### src/i2csr_pkg.sv
package i2csr_pkg;

    // Seven-bit form of the lowest selectable slave address byte
    localparam logic [6:0] BASE_ADDR = 7'h48;

    // Rising-edge count at the falling edge that opens the acknowledge slot
    localparam logic [3:0] ACK_FALL = 4'h8;
    // Rising-edge count at the falling edge that closes the acknowledge slot
    localparam logic [3:0] END_FALL = 4'h9;

    // Register select field inside the sub-address byte
    localparam int SUB_HI = 6;
    localparam int SUB_LO = 3;

    localparam logic [3:0] PTR_RST = 4'h0;
    localparam logic [3:0] CNT_RST = 4'h0;
    localparam logic [7:0] BYTE_RST = 8'h00;
    localparam logic [3:0] SYNC_RST = 4'hf;
    localparam logic [1:0] PINV_RST = 2'h3;

    // Four-state address-select pin codes
    localparam logic [1:0] PIN_VDD = 2'h0;
    localparam logic [1:0] PIN_VSS = 2'h1;
    localparam logic [1:0] PIN_SCL = 2'h2;
    localparam logic [1:0] PIN_SDA = 2'h3;

    localparam int FIFO_DEPTH = 8;

    typedef struct packed {
        logic [3:0] index;
        logic [7:0] data;
    } i2csr_wr_t;

    typedef enum logic [5:0] {
        ST_IDLE = 6'h01,
        ST_ADDR = 6'h02,
        ST_SUB = 6'h04,
        ST_WDATA = 6'h08,
        ST_RDATA = 6'h10,
        ST_IGNORE = 6'h20
    } i2csr_state_t;

endpackage

### src/i2csr_slave.sv
`timescale 1ns/10ps
module i2csr_slave #(
    parameter int FIFO_DEPTH = i2csr_pkg::FIFO_DEPTH
) (
    input wire logic clk_i, // System clock, 50 MHz
    input wire logic rst_i, // Synchronous reset, active high
    input wire logic scl_i, // Bus clock pin level
    input wire logic sda_i, // Bus data pin level
    output logic sda_o, // Bus data drive value, always low
    output logic sda_oe_o, // High while pulling SDA low
    input wire logic addr_select_upper_pin_i, // Upper address-select pin
    input wire logic addr_select_lower_pin_i, // Lower address-select pin
    output logic wr_valid_o, // Written register byte waiting
    input wire logic wr_ready_i, // Register side takes the byte
    output i2csr_pkg::i2csr_wr_t wr_item_o, // Register index and data
    output logic [3:0] rd_index_o, // Register index for the next read
    input wire logic [7:0] rd_data_i, // Contents of register rd_index_o
    output logic rd_strobe_o, // Pulse: rd_data_i was taken
    output logic bus_busy_o // Bus held between START and STOP
);
    logic [3:0] sync_m_r;
    logic [3:0] sync_s_r;
    logic [3:0] prev_r;
    logic scl_s;
    logic sda_s;
    logic scl_p;
    logic sda_p;
    logic rise;
    logic fall;
    logic start_ev;
    logic stop_ev;
    logic [1:0] v10_r;
    logic [1:0] v01_r;
    logic [1:0] upper_code;
    logic [1:0] lower_code;
    logic [6:0] own_addr;
    logic addr_match;
    i2csr_pkg::i2csr_state_t state_r;
    logic [3:0] cnt_r;
    logic [7:0] rx_r;
    logic [7:0] tx_r;
    logic rw_r;
    logic [3:0] ptr_r;
    logic busy_r;
    logic oe_r;
    logic strobe_r;
    logic ack_fall;
    logic end_fall;
    logic fifo_valid;
    logic fifo_ready;
    logic tx_load;
    i2csr_pkg::i2csr_wr_t wr_in;

    function automatic logic [1:0] pin_code(input logic hi_lo, input logic lo_hi);
        logic [1:0] code;
        code = i2csr_pkg::PIN_SDA;
        unique case ({hi_lo, lo_hi})
            2'b11: code = i2csr_pkg::PIN_VDD;
            2'b00: code = i2csr_pkg::PIN_VSS;
            2'b10: code = i2csr_pkg::PIN_SCL;
            2'b01: code = i2csr_pkg::PIN_SDA;
        endcase
        return code;
    endfunction

    // Two-stage synchronisers for all pins, then one stage for edges
    always_ff @(posedge clk_i)
    begin
        if (rst_i)
        begin
            sync_m_r <= i2csr_pkg::SYNC_RST;
            sync_s_r <= i2csr_pkg::SYNC_RST;
            prev_r <= i2csr_pkg::SYNC_RST;
        end
        else
        begin
            sync_m_r <= {scl_i, sda_i, addr_select_upper_pin_i, addr_select_lower_pin_i};
            sync_s_r <= sync_m_r;
            prev_r <= sync_s_r;
        end
    end

    assign scl_s = sync_s_r[3];
    assign sda_s = sync_s_r[2];
    assign scl_p = prev_r[3];
    assign sda_p = prev_r[2];
    assign rise = scl_s && !scl_p;
    assign fall = !scl_s && scl_p;
    assign start_ev = scl_s && scl_p && sda_p && !sda_s;
    assign stop_ev = scl_s && scl_p && !sda_p && sda_s;

    // Pin level seen with SCL high/SDA low and with SCL low/SDA high
    always_ff @(posedge clk_i)
    begin
        if (rst_i)
        begin
            v10_r <= i2csr_pkg::PINV_RST;
            v01_r <= i2csr_pkg::PINV_RST;
        end
        else if (scl_s && !sda_s)
        begin
            v10_r <= sync_s_r[1:0];
        end
        else if (!scl_s && sda_s)
        begin
            v01_r <= sync_s_r[1:0];
        end
    end

    assign upper_code = pin_code(v10_r[1], v01_r[1]);
    assign lower_code = pin_code(v10_r[0], v01_r[0]);
    assign own_addr = i2csr_pkg::BASE_ADDR + {3'h0, upper_code, lower_code};
    assign addr_match = (rx_r[7:1] == own_addr);

    assign ack_fall = fall && (cnt_r == i2csr_pkg::ACK_FALL);
    assign end_fall = fall && (cnt_r == i2csr_pkg::END_FALL);

    always_ff @(posedge clk_i)
    begin
        if (rst_i)
        begin
            busy_r <= 1'b0;
        end
        else if (start_ev)
        begin
            busy_r <= 1'b1;
        end
        else if (stop_ev)
        begin
            busy_r <= 1'b0;
        end
    end

    // Rising edges seen in the current byte, ninth is the acknowledge
    always_ff @(posedge clk_i)
    begin
        if (rst_i)
        begin
            cnt_r <= i2csr_pkg::CNT_RST;
        end
        else if (start_ev || stop_ev)
        begin
            cnt_r <= 4'h0;
        end
        else if (end_fall)
        begin
            cnt_r <= 4'h0;
        end
        else if (rise && busy_r)
        begin
            cnt_r <= cnt_r + 4'h1;
        end
    end

    always_ff @(posedge clk_i)
    begin
        if (rst_i)
        begin
            rx_r <= i2csr_pkg::BYTE_RST;
        end
        else if (rise && busy_r && (cnt_r < i2csr_pkg::ACK_FALL))
        begin
            rx_r <= {rx_r[6:0], sda_s};
        end
    end

    always_ff @(posedge clk_i)
    begin
        if (rst_i)
        begin
            rw_r <= 1'b0;
        end
        else if (ack_fall && (state_r == i2csr_pkg::ST_ADDR))
        begin
            rw_r <= rx_r[0];
        end
    end

    always_ff @(posedge clk_i)
    begin
        if (rst_i)
        begin
            state_r <= i2csr_pkg::ST_IDLE;
        end
        else if (start_ev)
        begin
            state_r <= i2csr_pkg::ST_ADDR;
        end
        else if (stop_ev)
        begin
            state_r <= i2csr_pkg::ST_IDLE;
        end
        else if (rise && (cnt_r == i2csr_pkg::ACK_FALL) && sda_s
                 && (state_r == i2csr_pkg::ST_RDATA))
        begin
            state_r <= i2csr_pkg::ST_IGNORE;
        end
        else if (ack_fall)
        begin
            unique case (state_r)
                i2csr_pkg::ST_ADDR:
                begin
                    if (!addr_match)
                    begin
                        state_r <= i2csr_pkg::ST_IGNORE;
                    end
                end
                i2csr_pkg::ST_WDATA:
                begin
                    if (!fifo_ready)
                    begin
                        state_r <= i2csr_pkg::ST_IGNORE;
                    end
                end
                i2csr_pkg::ST_IDLE, i2csr_pkg::ST_SUB, i2csr_pkg::ST_RDATA,
                i2csr_pkg::ST_IGNORE:
                begin
                    state_r <= state_r;
                end
            endcase
        end
        else if (end_fall)
        begin
            unique case (state_r)
                i2csr_pkg::ST_ADDR:
                begin
                    state_r <= rw_r ? i2csr_pkg::ST_RDATA : i2csr_pkg::ST_SUB;
                end
                i2csr_pkg::ST_SUB:
                begin
                    state_r <= i2csr_pkg::ST_WDATA;
                end
                i2csr_pkg::ST_IDLE, i2csr_pkg::ST_WDATA, i2csr_pkg::ST_RDATA,
                i2csr_pkg::ST_IGNORE:
                begin
                    state_r <= state_r;
                end
            endcase
        end
    end

    // Next byte to send is fetched at the end of each acknowledged slot of a read
    assign tx_load = end_fall && (((state_r == i2csr_pkg::ST_ADDR) && rw_r)
                     || (state_r == i2csr_pkg::ST_RDATA));

    always_ff @(posedge clk_i)
    begin
        if (rst_i)
        begin
            tx_r <= i2csr_pkg::BYTE_RST;
        end
        else if (tx_load)
        begin
            tx_r <= rd_data_i;
        end
        else if (fall && (state_r == i2csr_pkg::ST_RDATA) && (cnt_r != 4'h0)
                 && (cnt_r < i2csr_pkg::ACK_FALL))
        begin
            tx_r <= {tx_r[6:0], 1'b0};
        end
    end

    // Open-drain drive: only acknowledges and zero data bits pull low
    always_ff @(posedge clk_i)
    begin
        if (rst_i)
        begin
            oe_r <= 1'b0;
        end
        else if (start_ev || stop_ev)
        begin
            oe_r <= 1'b0;
        end
        else if (tx_load)
        begin
            oe_r <= !rd_data_i[7];
        end
        else if (end_fall)
        begin
            oe_r <= 1'b0;
        end
        else if (ack_fall)
        begin
            unique case (state_r)
                i2csr_pkg::ST_ADDR: oe_r <= addr_match;
                i2csr_pkg::ST_SUB: oe_r <= 1'b1;
                i2csr_pkg::ST_WDATA: oe_r <= fifo_ready;
                i2csr_pkg::ST_RDATA: oe_r <= 1'b0;
                i2csr_pkg::ST_IDLE, i2csr_pkg::ST_IGNORE: oe_r <= 1'b0;
            endcase
        end
        else if (fall && (state_r == i2csr_pkg::ST_RDATA) && (cnt_r != 4'h0))
        begin
            oe_r <= !tx_r[6];
        end
    end

    always_ff @(posedge clk_i)
    begin
        if (rst_i)
        begin
            ptr_r <= i2csr_pkg::PTR_RST;
        end
        else if (ack_fall && (state_r == i2csr_pkg::ST_SUB))
        begin
            ptr_r <= rx_r[i2csr_pkg::SUB_HI:i2csr_pkg::SUB_LO];
        end
        else if (tx_load || (fifo_valid && fifo_ready))
        begin
            ptr_r <= ptr_r + 4'h1;
        end
    end

    always_ff @(posedge clk_i)
    begin
        if (rst_i)
        begin
            strobe_r <= 1'b0;
        end
        else
        begin
            strobe_r <= tx_load;
        end
    end

    // A full buffer refuses the byte with a not-acknowledge
    assign fifo_valid = ack_fall && (state_r == i2csr_pkg::ST_WDATA);
    assign wr_in.index = ptr_r;
    assign wr_in.data = rx_r;

    i2csr_fifo #(
        .WIDTH($bits(i2csr_pkg::i2csr_wr_t)),
        .DEPTH(FIFO_DEPTH)
    ) u_fifo (
        .clk_i(clk_i),
        .rst_i(rst_i),
        .in_valid_i(fifo_valid),
        .in_ready_o(fifo_ready),
        .in_data_i(wr_in),
        .out_valid_o(wr_valid_o),
        .out_ready_i(wr_ready_i),
        .out_data_o(wr_item_o)
    );

    assign sda_o = 1'b0;
    assign sda_oe_o = oe_r;
    assign rd_index_o = ptr_r;
    assign rd_strobe_o = strobe_r;
    assign bus_busy_o = busy_r;

    a_stable_scl_high: assert property (@(posedge clk_i) disable iff (rst_i)
        (scl_s && scl_p && !start_ev && !stop_ev) |-> $stable(sda_oe_o))
        else $error("SDA drive changed while SCL high");

    a_start_new_byte: assert property (@(posedge clk_i) disable iff (rst_i)
        start_ev |=> (state_r == i2csr_pkg::ST_ADDR) && (cnt_r == 4'h0) && !sda_oe_o)
        else $error("START did not restart address phase");

    a_stop_goes_idle: assert property (@(posedge clk_i) disable iff (rst_i)
        stop_ev |=> (state_r == i2csr_pkg::ST_IDLE) && !bus_busy_o && !sda_oe_o)
        else $error("STOP did not return to idle");

    a_busy_holds: assert property (@(posedge clk_i) disable iff (rst_i)
        (start_ev ##1 (!stop_ev && !start_ev) [*3]) |-> bus_busy_o)
        else $error("Bus not busy after START");

    a_addr_ack: assert property (@(posedge clk_i) disable iff (rst_i)
        (ack_fall && (state_r == i2csr_pkg::ST_ADDR) && !start_ev && !stop_ev)
        |=> (sda_oe_o == $past(addr_match)))
        else $error("Address acknowledge does not follow match");

    a_nomatch_quiet: assert property (@(posedge clk_i) disable iff (rst_i)
        (state_r == i2csr_pkg::ST_IGNORE) && $past(state_r == i2csr_pkg::ST_IGNORE)
        |-> !sda_oe_o)
        else $error("SDA driven while ignoring bus");

    a_tx_release_ack: assert property (@(posedge clk_i) disable iff (rst_i)
        (state_r == i2csr_pkg::ST_RDATA) && (cnt_r == i2csr_pkg::ACK_FALL) && !scl_s
        && !fall |-> !sda_oe_o)
        else $error("Transmitter holds SDA in acknowledge slot");

    a_nack_ends_read: assert property (@(posedge clk_i) disable iff (rst_i)
        (rise && sda_s && (cnt_r == i2csr_pkg::ACK_FALL) && !start_ev && !stop_ev
        && (state_r == i2csr_pkg::ST_RDATA)) |=> ##1 (state_r == i2csr_pkg::ST_IGNORE))
        else $error("Not-acknowledge did not end transmission");

    a_sub_index: assert property (@(posedge clk_i) disable iff (rst_i)
        (ack_fall && (state_r == i2csr_pkg::ST_SUB) && !start_ev && !stop_ev)
        |=> (ptr_r == $past(rx_r[i2csr_pkg::SUB_HI:i2csr_pkg::SUB_LO])) && sda_oe_o)
        else $error("Sub-address not taken from bits 6 to 3");

    a_write_pushed: assert property (@(posedge clk_i) disable iff (rst_i)
        (fifo_valid && fifo_ready && !start_ev && !stop_ev)
        |=> wr_valid_o && sda_oe_o && (ptr_r == $past(ptr_r) + 4'h1))
        else $error("Accepted write byte not stored and acknowledged");

endmodule

### src/i2csr_fifo.sv
`timescale 1ns/10ps
module i2csr_fifo #(
    parameter int WIDTH = 12,
    parameter int DEPTH = 8
) (
    input wire logic clk_i, // System clock
    input wire logic rst_i, // Synchronous reset, active high
    input wire logic in_valid_i, // Filling side offers a word
    output logic in_ready_o, // Room for one more word
    input wire logic [WIDTH-1:0] in_data_i, // Word to store
    output logic out_valid_o, // A word is waiting
    input wire logic out_ready_i, // Draining side takes the word
    output logic [WIDTH-1:0] out_data_o // Oldest stored word
);
    localparam int AW = (DEPTH > 1) ? $clog2(DEPTH) : 1;
    localparam logic [AW:0] FULL_CNT = (AW+1)'(DEPTH);
    localparam logic [AW-1:0] LAST_PTR = AW'(DEPTH - 1);

    logic [WIDTH-1:0] mem_r [DEPTH];
    logic [AW-1:0] wp_r;
    logic [AW-1:0] rp_r;
    logic [AW:0] cnt_r;
    logic push;
    logic pop;

    assign in_ready_o = (cnt_r != FULL_CNT);
    assign out_valid_o = (cnt_r != '0);
    assign push = in_valid_i && in_ready_o;
    assign pop = out_valid_o && out_ready_i;
    assign out_data_o = mem_r[rp_r];

    always_ff @(posedge clk_i)
    begin
        if (push)
        begin
            mem_r[wp_r] <= in_data_i;
        end
    end

    always_ff @(posedge clk_i)
    begin
        if (rst_i)
        begin
            wp_r <= '0;
            rp_r <= '0;
        end
        else
        begin
            if (push)
            begin
                wp_r <= (wp_r == LAST_PTR) ? '0 : wp_r + 1'b1;
            end
            if (pop)
            begin
                rp_r <= (rp_r == LAST_PTR) ? '0 : rp_r + 1'b1;
            end
        end
    end

    always_ff @(posedge clk_i)
    begin
        if (rst_i)
        begin
            cnt_r <= '0;
        end
        else if (push && !pop)
        begin
            cnt_r <= cnt_r + 1'b1;
        end
        else if (pop && !push)
        begin
            cnt_r <= cnt_r - 1'b1;
        end
    end

endmodule

### config.mk
export PLATFORM = sky130hd
export DESIGN_NAME = i2csr_slave
export DESIGN_NICKNAME = d
export VERILOG_FILES = /design/src/i2csr_pkg.sv /design/src/i2csr_slave.sv /design/src/i2csr_fifo.sv
export SDC_FILE = /design/constraint.sdc
export NUM_CORES = 1
export LEC_CHECK = 0
export BUFFER_PORTS_ARGS = -buffer_cell sky130_fd_sc_hd__clkbuf_2
export CORE_UTILIZATION = 50
export CTS_BUF_LIST = sky130_fd_sc_hd__clkbuf_16
export CTS_CLUSTER_DIAMETER = 40
export DETAILED_ROUTE_END_ITERATION = 10
export GPL_TIMING_DRIVEN = 0
export PLACE_DENSITY = 0.71
export SETUP_SLACK_MARGIN = 0.02
export SLEW_MARGIN = 40
export SYNTH_ARGS = -nofsm -noshare
export SYNTH_HDL_FRONTEND = slang
export SYNTH_SLANG_ARGS = --single-unit
### constraint.sdc
create_clock -name clk_i -period 7.7 [get_ports clk_i]
set_input_delay 0.385 -clock clk_i [delete_from_list [all_inputs] [get_ports clk_i]]
set_output_delay 0.385 -clock clk_i [all_outputs]
set_load 0.01 [all_outputs]
-- Word level (Yosys, flattened, before mapping)
Memories as Yosys holds them, arrays and structs flattened. A register that Yosys moved wholly into a read port is not among the register bits.
Cells that the tools add are included.
- register bits: 59
- RAM bits: 96
- output and inout bits: 21
- logic and storage cells: 152
- memories: 1
- memories (name ; depth ; width ; read ports ; clocked after Yosys merged registers in ; wr ports ; line ; text):
    u_fifo.mem_r ; 8 ; 12 ; 1 ; 1 ; 1 ; i2csr_fifo.sv:19 ; logic [WIDTH-1:0] mem_r [DEPTH];
- add/subtract/negate cells: 7
- $lt $le $gt $ge: 1
- equality and inequality tests: 30
- muxes and demuxes: 31
- bitwise logic cells: 1
- reduce and logical (&&, ||, !) cells: 62
- operators by type and width (operator ; number):
    $mux 6 ; 5
    $logic_and 1x1->1 ; 28
    $pmux 6 s2 ; 2
    $mux 4 ; 4
    $pmux 2 s4 ; 2
    $reduce_and 5->1 ; 3
    $mux 7 ; 2
    $add 4x1->4 const B ; 3
    $mux 3 ; 4
    $ne 3x3->1 const B ; 4
    $reduce_bool 4->1 ; 3
    $reduce_or 4->1 ; 3
    $ne 5x5->1 const B ; 2
    $reduce_bool 2->1 ; 5
    $reduce_or 3->1 ; 3
    $eq 2x2->1 const B ; 4
    $eq 4x4->1 const B ; 2
    $logic_not 1->1 ; 8
    $mux 1 ; 8
    $ne 4x4->1 const B ; 2
    $add 7x4->7 const A ; 1
    $eq 7x7->1 ; 1
    $add 3x1->3 const B ; 2
    $eq 3x3->1 const B ; 2
    23 further kinds ; 29

-- Depth between registers and ports, before layout
- depth in word-level cells: 10
- depth in mapped cells: 14
- gate-level depth less buffers: 14

-- Cells and area by module
Synthesis repeated with hierarchy kept, for this count alone.
- cell total of the unflattened synthesis: 493
- area, all modules: 6736.5 um2
- by module, submodules not included (module ; times used ; cells an instance ; area each (um2) ; seq. area each (um2)):
    i2csr_fifo ; 1 ; 214 ; 4342.9 ; 3143.0
    i2csr_slave ; 1 ; 279 ; 2393.5 ; 940.9

-- Least setup slack after synthesis
No wires, ideal clock.
- path type: flip-flop to flip-flop
- from: reg state_r[0]
- to: mem u_fifo.mem_r[0][0] (enable)
- setup time: 0.412 ns
- arrival: 2.810 ns
- data required time: 7.288 ns
- setup slack: 4.477 ns
- cell stages (with the launch flop): 6
- buffers on the path: 1
- clock period less this slack: 3.223 ns
- path through: dfxtp_1 -> or4_4 -> a2111oi_4 -> nand2_1 -> clkbuf_1 -> nor4_1
- word-level cells in the longest chain between the ends: 5
- ends and longest elaborated chain (item ; line ; text):
    start, declared ; i2csr_slave.sv:38 ; i2csr_pkg::i2csr_state_t state_r;
    start signal, assigned ; i2csr_slave.sv:183 ; state_r <= i2csr_pkg::ST_IDLE;
    start signal, assigned ; i2csr_slave.sv:187 ; state_r <= i2csr_pkg::ST_ADDR;
    start signal, assigned ; i2csr_slave.sv:191 ; state_r <= i2csr_pkg::ST_IDLE;
    $eq 6x4->1 ; i2csr_slave.sv:327 ; assign fifo_valid = ack_fall && (state_r == i2csr_pkg::ST_WDATA);
    $logic_and 1x1->1 ; i2csr_slave.sv:327 ;
    $logic_and 1x1->1 ; i2csr_fifo.sv:28 ; assign push = in_valid_i && in_ready_o;
    $mux 1 ; i2csr_fifo.sv:34 ; if (push)
    $mux 1 (not written as such) ; i2csr_fifo.sv:36 ; mem_r[wp_r] <= in_data_i;
    end, declared ; i2csr_fifo.sv:19 ;
No other way between the ends.

-- Worst setup path after layout
- from: reg state_r[0]
- to: reg u_fifo.cnt_r[3]
- word-level cells in the longest chain between the ends: 6
- elaborated cells on any way between the ends: 8
- classes of those cells: 1 x eq/ne; 1 x mux; 6 x reduce/logical
- ends and longest elaborated chain (item ; line ; text):
    $eq 6x4->1 (*) ; i2csr_slave.sv:327 ;
    $logic_and 1x1->1 (*) ; i2csr_slave.sv:327 ;
    $logic_and 1x1->1 (*) ; i2csr_fifo.sv:28 ;
    net u_fifo.push ; i2csr_fifo.sv:23 ; logic push;
    $logic_not 1->1 ; i2csr_fifo.sv:70 ; else if (pop && !push)
    $logic_and 1x1->1 ; i2csr_fifo.sv:70 ;
    $reduce_bool 2->1 (no line) ; n/a ;
    end signal, assigned ; i2csr_fifo.sv:68 ; cnt_r <= cnt_r + 1'b1;
    end signal, assigned ; i2csr_fifo.sv:72 ; cnt_r <= cnt_r - 1'b1;
    end, declared ; i2csr_fifo.sv:22 ; logic [AW:0] cnt_r;
The timed path passes the listed nets; every way through them passes the cells marked *.
A chain may end at the register's enable or synchronous reset.

==> summary.txt <==
Synth
  • Synth top area cells: edfxtp_1 (45%), dfxtp_1 (19%), mux4_2 (8.4%), ha_1 (2.9%), nor2_1 (2.6%)
  • Yosys top cell by area: edfxtp_1
  • Post-Synthesis Net Count: 504
  • FF+latch count, synth: 156
  • Sequential share of the synthesized area: 63.7%
  • Most common cell in the netlist: edfxtp_1
  • Syn Area/Cell: 13.6 um^2
  • Main synth FF type: edfxtp_1
  • Mapped Area: 6410 um^2
  • Asr flop ratio synth: 0%
  • Yosys warning count: 0
  • Top cells by count, synth: edfxtp_1 (96), dfxtp_1 (60), nor2_1 (44)
  • Yosys top cell area share: 45.0%
  • Synth cell types: 54
  • EDFF count, synth: 96
  • Mapped Cells: 473

Flow run
  • Max-cap viol count: 0

Timing
  • Pins Over Slew Limit: 0
  • RSZ-0062 raised after global routing: false
  • Final setup TNS: 0 ns
  • Final clock skew: 0.00847 ns
  • Tmin final: 3.20 ns
  • Max Clk Rate: 0.313 GHz
  • Final hold vios: 0
  • Slew @ Worst Pin: 0.814 ns
  • Final period util: 41.5%
  • Count of final setup violators: 0
  • Worst slew margin relative to its limit: 45.6%
  • Post-route setup slack: 4.50 ns

Clock tree
  • CTS Root Cell: clkbuf_16
  • CTS tree: done
  • CTS-repair resized insts: 0
  • Clock Sinks: 156
  • Clock Path Buffers: 2
  • CTS Buf Count: 17
  • Worst-Skew Late Latency: 0.43 ns
  • Hold_buf cts: 0
  • Worst-path clk slew: 0.06 ns
  • Setup Buffers After CTS: 0
  • Total number of H-tree levels: 4

Worst hold path
  • Worst hold path class: primary input to flop
  • Hold depth: 2

Route
  • DR WL/cell: 17.2 um
  • Pre-antenna DRT Iters: 4
  • DR vias: 3,937
  • Iter 0 DRT Violations: 291
  • Vias per cell: 5.48
  • WL final: 12.3 mm
  • DRC: 0
  • Final ANT Viol Nets: 0

Final layout
  • Layout area overhead: 17.9%
  • Nets@finish: 568
  • Fill count: 925
  • Finished layout cell area: 7560 um^2
  • Antenna Cells: 0
  • Sequential cell area: 4080 um^2
  • Area of the multi-input gates: 2240 um^2
  • Post-route insts no fill: 718
  • Ratio of cells with drive above 1 in the final layout: 25.8%

Run status
  • Outcome: complete, no violations

Global routing
  • Largest net degree at the start of global routing: 17
  • Antenna violations before repair: 0
  • Grt total ovfl: 0
  • Total GRT Usage: 20.6%
  • First-pass GRT wire length: 19.8 mm
  • Vias in the first global route: 3,869

Power and ir drop
  • Internal Pwr Total: 1500 uW
  • Flop pwr share: 47.9%
  • Sw frac: 18.7%
  • Logic pwr share: 1.3%
  • Peak supply drop: 126 uV
  • Clock network fraction of total power: 50.8%
  • Pwr/cell area: 244 nW/um^2
  • Net Sw Power: 345 uW
  • Pleak: 0.00270 uW

Placed design
  • Post-DP HPWL: 8.21 mm
  • Place WS: 4.51 ns
  • Placer's final routability congestion estimate: 0.831
  • I/O Buffers: 34
  • Placed insts: 686
  • Area after DPL: 6890 um^2

Setup path
  • Worst EP arrival: 3.55 ns
  • Crit start category: flop
  • Required @ worst endpoint: 8.05 ns
  • Reg2Reg Depth: 12
  • Kind of critical path: flop to flop
  • Worst setup EP type: flop
  • Crit path max fanout: 7

Die
  • Die width: 115 um
  • Site Rows: 40
  • Die height: 115 um
  • Num ports: 36
  • Initial Util: 52.3%
  • Placeable Area: 12,300 um^2
  • Die area: 13,300 um^2
-- cell families after synthesis --
group | synth area share, %
AOI/OAI and AO/OA | 5.84
xor gates and xnor gates | 1.50
adders and majority gates | 3.24
buffers and inverters | 1.93
DFF | 63.7
muxes | 10.9
other | 0.0585
and+or+nand+nor | 12.9
-- layout make-up --
type	count	area share [%]
well taps	168	2.78
inverters	11	0.546
plain buffers	20	1.09
flip-flops and latches	156	54.0
multi-input cells	286	29.6
clock inverters	15	3.21
clock buffers	17	5.63
repair buffers	45	3.11
-- layer usage --
metal  track usage [%]  wire length, um  up-vias
li1                  -                -     1887
met1              24.8             5200     1920
met2              35.4             6240      111
met3              4.80              667       19
met4              8.92              227        0
met5                 0                0        -
-- worst paths after layout --
path	startpoint	end	slack, ns
max	state_r[0]	u_fifo.cnt_r[3]	4.50
min	scl_i	sync_m_r[3]	0.14
max reg2reg	state_r[0]	u_fifo.cnt_r[3]	4.50
min reg2reg	sync_m_r[1]	sync_s_r[1]	0.41
-- state kept, by name, indices dropped and copies added (netlist names), 6 cells and up, named ones only --
| name | flops |
|---|---|
| rx_r | 8 |
| state_r | 6 |
| tx_r | 7 |
| u_fifo.mem_r | 96 |
-- power by group through the flow --
stage / clock network, uW / registers [uW] / logic (uW)
finish: 935 / 882 / 24.1
global route: 981 / 882 / 26.6
CTS: 947 / 882 / 24.1
detailed placement: 0 / 900 / 23.8
global placement: 0 / 900 / 23.4
floorplan: 0 / 900 / 15.3
-- cell usage in the layout, fill, tap and decap left out, types with 3 or more instances in the layout --
| cell | instances |
|---|---|
| a21o_1 | 3 |
| a21oi_1 | 27 |
| buf_2 | 10 |
| buf_4 | 5 |
| bufinv_16 | 6 |
| clkbuf_1 | 15 |
| clkbuf_16 | 17 |
| clkbuf_2 | 34 |
| clkinvlp_4 | 3 |
| dfxtp_1 | 60 |
| edfxtp_1 | 96 |
| ha_1 | 15 |
| inv_1 | 9 |
| mux2_2 | 12 |
| mux4_2 | 24 |
| nand2_1 | 38 |
| nand2b_1 | 10 |
| nand3_1 | 12 |
| nand3b_1 | 3 |
| nand4b_1 | 5 |
| nor2_1 | 41 |
| nor2_2 | 3 |
| nor2b_1 | 5 |
| nor3_1 | 8 |
| nor3_2 | 4 |
| nor4_1 | 7 |
| o21ai_0 | 9 |
| o21ai_1 | 4 |
| or2_2 | 11 |
| or3_1 | 4 |
| xnor2_1 | 4 |
| xor2_1 | 7 |
-- through the flow --
stage / total power (uW) / util, % / hold slack, ns
after CTS: 1850 / 61.6 / 0.131
after floorplan: 915 / - / 0.389
after global routing: 1890 / 61.7 / 0.129
after global placement: 923 / 55.4 / 0.395
after detailed placement: 924 / 56.2 / 0.398
final: 1840 / 61.7 / 0.140
-- critical path: stages, from the launching register on --
cell and delay [ns]:
dfxtp_1 0.37, or4_4 0.59, a2111oi_4 0.39, nand2_1 0.17
inv_2 0.16, ha_1 0.20, inv_1 0.10, ha_1 0.28
a21o_1 0.17, a21oi_1 0.18, xnor2_1 0.09, or3_1 0.30
a21oi_1 0.14
No activity file was read; power rests on OpenSTA's default activity.
